--- src/verilog/transport_regs_pkg.sv ---
package transport_regs_pkg;
   // Register byte offsets.
   localparam logic [11:0] OFF_OFFER_WORD = 12'h010;
   localparam logic [11:0] OFF_OFFER_SEL = 12'h014;
   localparam logic [11:0] OFF_ACCEPT_WORD = 12'h020;
   localparam logic [11:0] OFF_ACCEPT_SEL = 12'h024;
   localparam logic [11:0] OFF_RING_SELECT = 12'h030;
   localparam logic [11:0] OFF_RING_SIZE_LIMIT = 12'h034;
   localparam logic [11:0] OFF_RING_SIZE = 12'h038;
   localparam logic [11:0] OFF_RING_ENABLE = 12'h044;
   localparam logic [11:0] OFF_RING_DOORBELL = 12'h050;
   localparam logic [11:0] OFF_EVENT_CAUSE = 12'h060;
   localparam logic [11:0] OFF_EVENT_CLEAR = 12'h064;
   localparam logic [11:0] OFF_DEVICE_PROGRESS = 12'h070;
   localparam logic [11:0] OFF_LIST_LO = 12'h080;
   localparam logic [11:0] OFF_LIST_HI = 12'h084;
   localparam logic [11:0] OFF_OFFER_RING_LO = 12'h090;
   localparam logic [11:0] OFF_OFFER_RING_HI = 12'h094;
   localparam logic [11:0] OFF_DONE_RING_LO = 12'h0A0;
   localparam logic [11:0] OFF_DONE_RING_HI = 12'h0A4;
   localparam logic [11:0] OFF_SETTINGS_VERSION = 12'h0FC;
   localparam logic [11:0] OFF_SETTINGS_BASE = 12'h100;
   // Ring and capability geometry.
   localparam int NUM_RINGS = 4;
   localparam int RING_IDX_W = 2;
   localparam logic [31:0] NUM_RINGS_W = 32'h0000_0004;
   localparam int CAP_WORDS = 2;
   localparam logic [31:0] CAP_WORDS_W = 32'h0000_0002;
   localparam logic [15:0] RING_SIZE_LIMIT = 16'h0100;
   // Settings space geometry.
   localparam int SETTINGS_BYTES = 64;
   localparam int SETTINGS_AW = 6;
   // Event cause bit positions.
   localparam int CAUSE_RING_BIT = 0;
   localparam int CAUSE_SETTINGS_BIT = 1;
   localparam int CAUSE_W = 2;
   localparam logic [31:0] ZERO_WORD = 32'h0000_0000;
endpackage : transport_regs_pkg

--- src/verilog/paravirt_mmio_transport_regs.sv ---
module paravirt_mmio_transport_regs
   import transport_regs_pkg::*;
(
   // Clock and reset.
   input wire logic clk,
   input wire logic rst,
   // Driver memory-mapped access.
   input wire logic bus_wr,
   input wire logic bus_rd,
   input wire logic [11:0] bus_addr,
   input wire logic [31:0] bus_wdata,
   input wire logic [3:0] bus_be,
   output logic [31:0] bus_rdata,
   output logic bus_rvalid,
   // Capabilities.
   input wire logic [63:0] offered_caps,
   output logic [63:0] accepted_caps,
   // Device-side events and settings updates.
   input wire logic ring_update_evt,
   input wire logic dev_set_we,
   input wire logic [5:0] dev_set_addr,
   input wire logic [7:0] dev_set_data,
   // Ring engine view.
   input wire logic [1:0] query_ring,
   output logic [3:0] ring_enables,
   output logic [15:0] query_size,
   output logic [63:0] query_list_addr,
   output logic [63:0] query_offer_addr,
   output logic [63:0] query_done_addr,
   output logic doorbell_valid,
   output logic [31:0] doorbell_index,
   // Device state.
   output logic [31:0] progress_flags,
   output logic device_reset_pulse,
   output logic irq
);

   // Selectors written by the driver.
   logic [31:0] offer_sel_r;
   logic [31:0] accept_sel_r;
   logic [31:0] ring_select_r;

   // Accepted capability bits, both groups.
   logic [63:0] accepted_r;

   // Per-ring copies, one entry for each supported queue.
   logic [15:0] size_r [NUM_RINGS];
   logic [NUM_RINGS-1:0] enable_r;
   logic [63:0] list_r [NUM_RINGS];
   logic [63:0] offer_r [NUM_RINGS];
   logic [63:0] done_r [NUM_RINGS];

   // Event causes and their next value.
   logic [CAUSE_W-1:0] cause_r;
   logic [CAUSE_W-1:0] cause_nxt;

   // Driver progress, settings version and the settings bytes.
   logic [31:0] progress_r;
   logic [31:0] version_r;
   logic [7:0] settings_r [SETTINGS_BYTES];

   // Registered read answer.
   logic [31:0] rdata_r;
   logic rvalid_r;

   // Doorbell pulse, reset announcement and interrupt line.
   logic bell_r;
   logic [31:0] bell_idx_r;
   logic soft_rst_r;
   logic irq_r;

   // Registered view of the ring that the engine queries.
   logic [15:0] q_size_r;
   logic [63:0] q_list_r;
   logic [63:0] q_offer_r;
   logic [63:0] q_done_r;

   // Decode of the current access.
   // It is combinational, so every register below sees the same view of one request.
   logic sel_ok;
   logic [RING_IDX_W-1:0] sel_idx;
   logic soft_rst;
   logic in_settings;
   logic [SETTINGS_AW-1:0] set_word;
   logic drv_set_wr;
   logic settings_change;

   assign sel_ok = ring_select_r < NUM_RINGS_W;
   assign sel_idx = ring_select_r[RING_IDX_W-1:0];
   assign soft_rst = bus_wr && bus_addr == OFF_DEVICE_PROGRESS && bus_wdata == ZERO_WORD;
   assign in_settings = bus_addr >= OFF_SETTINGS_BASE &&
                        bus_addr < OFF_SETTINGS_BASE + 12'(SETTINGS_BYTES);
   assign set_word = {bus_addr[SETTINGS_AW-1:2], 2'b00};
   assign drv_set_wr = bus_wr && in_settings && bus_be != 4'h0;
   // A driver write or a device-side update both count as a settings change.
   assign settings_change = drv_set_wr || dev_set_we;

   // Feature selectors; any reset returns both to the first group.
   // Values past the last group are stored as written; their users check the range.
   always_ff @(posedge clk) begin
      if (rst || soft_rst) begin
         offer_sel_r <= ZERO_WORD;
         accept_sel_r <= ZERO_WORD;
      end else if (bus_wr) begin
         if (bus_addr == OFF_OFFER_SEL) begin
            offer_sel_r <= bus_wdata;
         end
         if (bus_addr == OFF_ACCEPT_SEL) begin
            accept_sel_r <= bus_wdata;
         end
      end
   end

   // Accepted capabilities; a selector past the last group writes nothing.
   // Only bit 0 then steers the write, as the range check has already passed.
   always_ff @(posedge clk) begin
      if (rst || soft_rst) begin
         accepted_r <= 64'h0000_0000_0000_0000;
      end else if (bus_wr && bus_addr == OFF_ACCEPT_WORD && accept_sel_r < CAP_WORDS_W) begin
         accepted_r[accept_sel_r[0]*32 +: 32] <= bus_wdata;
      end
   end

   // Ring selector.
   always_ff @(posedge clk) begin
      if (rst || soft_rst) begin
         ring_select_r <= ZERO_WORD;
      end else if (bus_wr && bus_addr == OFF_RING_SELECT) begin
         ring_select_r <= bus_wdata;
      end
   end

   // Per-ring storage; writes to a queue that does not exist are dropped.
   // Nothing here stops a rewrite of an enabled ring; the driver is trusted with that.
   always_ff @(posedge clk) begin
      if (rst || soft_rst) begin
         for (int i = 0; i < NUM_RINGS; i++) begin
            size_r[i] <= 16'h0000;
            list_r[i] <= 64'h0000_0000_0000_0000;
            offer_r[i] <= 64'h0000_0000_0000_0000;
            done_r[i] <= 64'h0000_0000_0000_0000;
         end
      end else if (bus_wr && sel_ok) begin
         unique case (bus_addr)
            OFF_RING_SIZE: size_r[sel_idx] <= bus_wdata[15:0];
            OFF_LIST_LO: list_r[sel_idx][31:0] <= bus_wdata;
            OFF_LIST_HI: list_r[sel_idx][63:32] <= bus_wdata;
            OFF_OFFER_RING_LO: offer_r[sel_idx][31:0] <= bus_wdata;
            OFF_OFFER_RING_HI: offer_r[sel_idx][63:32] <= bus_wdata;
            OFF_DONE_RING_LO: done_r[sel_idx][31:0] <= bus_wdata;
            OFF_DONE_RING_HI: done_r[sel_idx][63:32] <= bus_wdata;
            default: ;
         endcase
      end
   end

   // Ring enables clear on any reset so no engine touches stale rings.
   always_ff @(posedge clk) begin
      if (rst || soft_rst) begin
         enable_r <= '0;
      end else if (bus_wr && sel_ok && bus_addr == OFF_RING_ENABLE) begin
         enable_r[sel_idx] <= bus_wdata[0];
      end
   end

   // Doorbell strobe, high for one cycle after each doorbell write.
   always_ff @(posedge clk) begin
      if (rst || soft_rst) begin
         bell_r <= 1'b0;
      end else begin
         bell_r <= bus_wr && bus_addr == OFF_RING_DOORBELL;
      end
   end

   // Doorbell index holds, so an engine that is slow to look still finds it.
   always_ff @(posedge clk) begin
      if (rst || soft_rst) begin
         bell_idx_r <= ZERO_WORD;
      end else if (bus_wr && bus_addr == OFF_RING_DOORBELL) begin
         bell_idx_r <= bus_wdata;
      end
   end

   // Event causes: a new event in the acknowledge cycle wins over the clear.
   always_comb begin
      cause_nxt = cause_r;
      if (bus_wr && bus_addr == OFF_EVENT_CLEAR) begin
         cause_nxt = cause_nxt & ~bus_wdata[CAUSE_W-1:0];
      end
      if (ring_update_evt) begin
         cause_nxt[CAUSE_RING_BIT] = 1'b1;
      end
      if (dev_set_we) begin
         cause_nxt[CAUSE_SETTINGS_BIT] = 1'b1;
      end
   end

   // Cause register, cleared by any reset.
   always_ff @(posedge clk) begin
      if (rst || soft_rst) begin
         cause_r <= '0;
      end else begin
         cause_r <= cause_nxt;
      end
   end

   // Interrupt line follows the same next value, so it never lags the causes by a cycle.
   always_ff @(posedge clk) begin
      if (rst || soft_rst) begin
         irq_r <= 1'b0;
      end else begin
         irq_r <= |cause_nxt;
      end
   end

   // Progress flags accumulate; zero is the reset command, not a value.
   always_ff @(posedge clk) begin
      if (rst || soft_rst) begin
         progress_r <= ZERO_WORD;
      end else if (bus_wr && bus_addr == OFF_DEVICE_PROGRESS) begin
         progress_r <= progress_r | bus_wdata;
      end
   end

   // Reset announcement for the rest of the device.
   always_ff @(posedge clk) begin
      if (rst) begin
         soft_rst_r <= 1'b0;
      end else begin
         soft_rst_r <= soft_rst;
      end
   end

   // Version counter; it only moves forward, so a retried read always differs.
   // A 32-bit wrap would take billions of changes, far beyond any retry window.
   always_ff @(posedge clk) begin
      if (rst) begin
         version_r <= ZERO_WORD;
      end else if (settings_change) begin
         version_r <= version_r + 32'h0000_0001;
      end
   end

   // Settings bytes; a device update to the same byte wins over the driver.
   // Soft reset leaves these bytes alone; they belong to the device, not the driver.
   always_ff @(posedge clk) begin
      if (rst) begin
         for (int i = 0; i < SETTINGS_BYTES; i++) begin
            settings_r[i] <= 8'h00;
         end
      end else begin
         if (drv_set_wr) begin
            for (int k = 0; k < 4; k++) begin
               if (bus_be[k]) begin
                  settings_r[set_word + SETTINGS_AW'(k)] <= bus_wdata[8*k +: 8];
               end
            end
         end
         if (dev_set_we) begin
            settings_r[dev_set_addr] <= dev_set_data;
         end
      end
   end

   // Read strobe answer, exactly one cycle after each read request.
   always_ff @(posedge clk) begin
      if (rst) begin
         rvalid_r <= 1'b0;
      end else begin
         rvalid_r <= bus_rd;
      end
   end

   // Read data; unmapped and write-only offsets read as zero.
   // The data holds until the next read, so a slow master may take it late.
   always_ff @(posedge clk) begin
      if (rst) begin
         rdata_r <= ZERO_WORD;
      end else begin
         if (bus_rd) begin
            rdata_r <= ZERO_WORD;
            if (in_settings) begin
               for (int k = 0; k < 4; k++) begin
                  rdata_r[8*k +: 8] <= settings_r[set_word + SETTINGS_AW'(k)];
               end
            end else begin
               unique case (bus_addr)
                  OFF_OFFER_WORD: begin
                     if (offer_sel_r < CAP_WORDS_W) begin
                        rdata_r <= offered_caps[offer_sel_r[0]*32 +: 32];
                     end
                  end
                  OFF_RING_SIZE_LIMIT: begin
                     if (sel_ok) begin
                        rdata_r <= {16'h0000, RING_SIZE_LIMIT};
                     end
                  end
                  OFF_RING_ENABLE: begin
                     if (sel_ok) begin
                        rdata_r <= {31'h0000_0000, enable_r[sel_idx]};
                     end
                  end
                  OFF_EVENT_CAUSE: rdata_r <= {30'h0000_0000, cause_r};
                  OFF_DEVICE_PROGRESS: rdata_r <= progress_r;
                  OFF_SETTINGS_VERSION: rdata_r <= version_r;
                  default: ;
               endcase
            end
         end
      end
   end

   // Registered view of one ring for the engine that walks it.
   // The copy lags query_ring by one cycle, which keeps every output a flip-flop.
   always_ff @(posedge clk) begin
      if (rst) begin
         q_size_r <= 16'h0000;
         q_list_r <= 64'h0000_0000_0000_0000;
         q_offer_r <= 64'h0000_0000_0000_0000;
         q_done_r <= 64'h0000_0000_0000_0000;
      end else begin
         q_size_r <= size_r[query_ring];
         q_list_r <= list_r[query_ring];
         q_offer_r <= offer_r[query_ring];
         q_done_r <= done_r[query_ring];
      end
   end

   // Driver bus answer.
   assign bus_rdata = rdata_r;
   assign bus_rvalid = rvalid_r;

   // Capability and ring state for the rest of the device.
   assign accepted_caps = accepted_r;
   assign ring_enables = enable_r;

   // Engine view of the queried ring.
   assign query_size = q_size_r;
   assign query_list_addr = q_list_r;
   assign query_offer_addr = q_offer_r;
   assign query_done_addr = q_done_r;

   // Doorbell, progress, reset and interrupt, each straight from its flip-flop.
   assign doorbell_valid = bell_r;
   assign doorbell_index = bell_idx_r;
   assign progress_flags = progress_r;
   assign device_reset_pulse = soft_rst_r;
   assign irq = irq_r;

endmodule : paravirt_mmio_transport_regs

--- config.mk ---
export PLATFORM = sky130hd
export DESIGN_NAME = paravirt_mmio_transport_regs
export DESIGN_NICKNAME = d
export VERILOG_FILES = /design/src/verilog/transport_regs_pkg.sv /design/src/verilog/paravirt_mmio_transport_regs.sv
export SDC_FILE = /design/constraint.sdc
export NUM_CORES = 2
export LEC_CHECK = 0
export ABC_AREA = 1
export BUFFER_PORTS_ARGS = -buffer_cell sky130_fd_sc_hd__buf_2
export CAP_MARGIN = 20
export CORE_MARGIN = 1.5
export CORE_UTILIZATION = 35
export DETAILED_ROUTE_END_ITERATION = 10
export MAX_ROUTING_LAYER = met4
export SLEW_MARGIN = 15
export SYNTH_ARGS = -nofsm -noshare
export SYNTH_HDL_FRONTEND = slang
export SYNTH_SLANG_ARGS = --single-unit
--- constraint.sdc ---
create_clock -name clk -period 6.27 [get_ports clk]
set_input_delay 1.254 -clock clk [delete_from_list [all_inputs] [get_ports clk]]
set_output_delay 1.254 -clock clk [all_outputs]
set_load 0.01 [all_outputs]
==> flow_summary.yaml <==
power:
  ir_drop_mv: 0.231
  total_power_mw: 28.1
  power.density_mw_per_mm2: 299
  leakage_nw: 36.5
floorplan:
  core_area_mm2: 0.231
  die_area_mm2: 0.236
  fp-row-count: 176
  pin_count: 510
  die_x_um: 486
  fp.dieH_um: 486
  start_util_pct: 35.3
drt:
  via_count: 67400
  dr_wl_met2_mm: 144
  firstDrtPassIters: 7
  via_per_inst: 5.41
  wl_met1_mm: 115
  drt_iter0_markers: 9255
  maxUsedRoutingLayer: "met4"
  wl_mm: 305
  routedWlPerCell_um: 24.5
  route.met3.wl_mm: 28.8
  ant_nets: 0
  drc: 0
timing:
  rsz0062_at_grt: "false"
  tns_ps: 0
  finClkSkew_ps: 81.9
  fin_ws_ps: 1580
  hold_violations: 0
  relSlewSlack_pct: -3.11
  timing.fmax_mhz: 213
  finalSetupViolCount: 0
  fin_crit_ps: 4690
  hold-worst-slack_ps: 463
  tightestPinTransition_ps: 1550
  final_max_slew_viol_count: 73
  fin_crit_sh_pct: 74.8
clock_tree:
  cts_buffer_depth: 3
  clkTransAtPathRegs_ps: 60
  htree_num_levels: 4
  cts_resized: 0
  cts_root_buf: "clkbuf_16"
  holdBufCountCts: 0
  cts_tree: "built"
  cts_buffers: 196
  clock_latency_ps: 900
  cts_setup_buffers: 0
  clock_sink_count: 1850
setup_path:
  path_buf_inv: 2
  crit_top_cell: "nor2_1"
  r2r_setup_slack_ps: 2410
  arrival_ps: 5170
  cp-end-kind: "flip-flop"
  setup.worst_path.class: "input port to flip-flop"
  required_ps: 6750
  critPathTopFamily: "simple AND/OR/NAND/NOR gates"
  start_kind: "input port"
  crit_path_max_fanout: 23
  max_stage_delay_ps: 750
  cp_cell_sequence: "buf_2 -> nor2_1 -> nand3_1 -> nor2_1 -> nand4_1 -> buf_4 -> o211ai_1"
  slowest_stage: "nand4_1"
final_layout:
  most-common-layout-cells: "nor2_1 (1808), nand2_1 (1707), edfxtp_1 (1344)"
  register_area_mm2: 0.0505
  fill_cells: 22600
  mostFrequentLayoutCell: "nor2_1"
  final_nets: 9374
  drive_gt1_share_pct: 12.7
  fin_cells: 12500
  multi_input_area_mm2: 0.0268
  area.growth.synth_to_final_pct: 15.2
global_routing:
  grt_max_degree: 201
  grt_util_all_layers_pct: 25.7
  grt_first_pass_wirelength_mm: 431
  antenna_found_initial: 39
  grt_pass1_vias: 62000
  overflow: 0
placed_design:
  portBuffers: 509
  dp_cells: 12100
  finalWeightedCongestion: 0.946
  pre_cts_ws_ps: 823
  dp_hpwl_mm: 191
synth:
  synth_compound_area_share_pct: 10.3
  avgSynthCellArea_um2: 9.03
  synth_xor_area_share_pct: 0.0537
  netlist_area_mm2: 0.0815
  async_flop_share_pct: 0
  syn_nets: 9155
  synth-simple-area-share_pct: 22.1
  yosysWarnings: 0
  synth_mux_area_share_pct: 0.233
  netlist-cell-type-count: 39
  syn_inst: 9020
  synth_fa_ha_area_share_pct: 0.0154
  synth.area.top_cells: "edfxtp_1 (50%), dfxtp_1 (12%), nor2_1 (8.4%)"
  ys_seq_area_share_pct: 62.0
  ys_ff_latch: 1850
  synth_top_family_by_area: "simple AND/OR/NAND/NOR gates"
  yosys.area.top_type: "edfxtp_1"
  synth_edf_count: 1344
  ys.flop_type: "edfxtp_1"
  synth_top_area_share_pct: 49.5
flow_run:
  max-cap-violations: 0
outcome:
  violations: "max-slew violations"
  status: "complete, but fails checks"
worst_hold_path:
  hp-class: "flip-flop to flip-flop"
==> cell families (layout without fill, tap and decap cells) <==
group	Yosys count	after routing
AO/OA/AOI/OAI	1629	1629
XOR/XNOR	5	5
adder cells (fa/ha/maj)	1	1
buffers and inverters	1117	1511
flip-flops	1850	1850
multiplexers	19	19
other	0	18
AND/OR/NAND/NOR	4399	4399
==> registers in the layout, summed over array words and instances, names as in the netlist, 64 cells and up <==
signal            cells
list_r              256
accepted_caps        64
size_r               64
query_done_addr      64
done_r              256
settings_r          512
offer_r             256
query_list_addr      64
query_offer_addr     64
==> where the power goes <==
part           switching (mW)  internal, mW  leakage (nW)
clock                    5.22          7.23          3.40
combinational            1.54         0.433          15.3
sequential              0.154          13.5          17.7
total                    6.92          21.2          36.5
==> cell usage after synthesis (17+ instances only) <==
master,count
a21oi_1,458
buf_1,73
buf_2,86
clkbuf_1,530
dfxtp_1,506
edfxtp_1,1344
inv_1,402
mux2i_1,19
nand2_1,1707
nand3_1,638
nand4_1,62
nor2_1,1813
nor2_2,17
nor3_1,29
o211ai_1,57
o21ai_0,1023
o22ai_1,79
or2_2,95
==> cell type report <==
type,instances,area share [%]
multi-input combinational,6053,28.5
clock inverter,95,1.35
antenna,18,0.0480
tap,3026,4.03
timing repair buffer,711,4.43
sequential,1850,53.8
inverter,427,1.74
clock buffer,278,6.07
==> worst register-to-register path: cells and delay by family, from the launching register on <==
kind | cells | cell delay, ps
AOI/OAI and AO/OA | 1 | 1050
and+or+nand+nor | 1 | 250
buffers and inverters | 4 | 1510
DFF | 1 | 750
==> per-stage QoR <==
stage	util, %	cell area [um^2]
finish	40.7	93900
global route	40.7	93900
CTS	40.6	93800
detailed placement	37.6	86800
global placement	37.6	86800
floorplan	-	81500
==> per-layer routing <==
layer / track usage (%) / vias to the layer above
li1: - / 30700
met4: 13.6 / 0
met2: 40.9 / 3749
met5: - / -
met3: 3.92 / 756
met1: 31.6 / 32200
==> worst paths after layout <==
| path | endpoint | from | cells past startpoint |
|---|---|---|---|
| worst max register to register | size_r[1][2]$_SDFFCE_PN0P_ | ring_select_r[0]$_SDFFE_PP0P_ | 6 |
| worst min-delay path | doorbell_index[6]$_SDFFE_PP0P_ | doorbell_index[6]$_SDFFE_PP0P_ | 2 |
| worst max-delay path | settings_r[23][3]$_DFFE_PP_ | bus_addr[7] | 7 |
| worst min register to register | doorbell_index[6]$_SDFFE_PP0P_ | doorbell_index[6]$_SDFFE_PP0P_ | 2 |
Note: power is estimated with default switching activity, not from simulation.
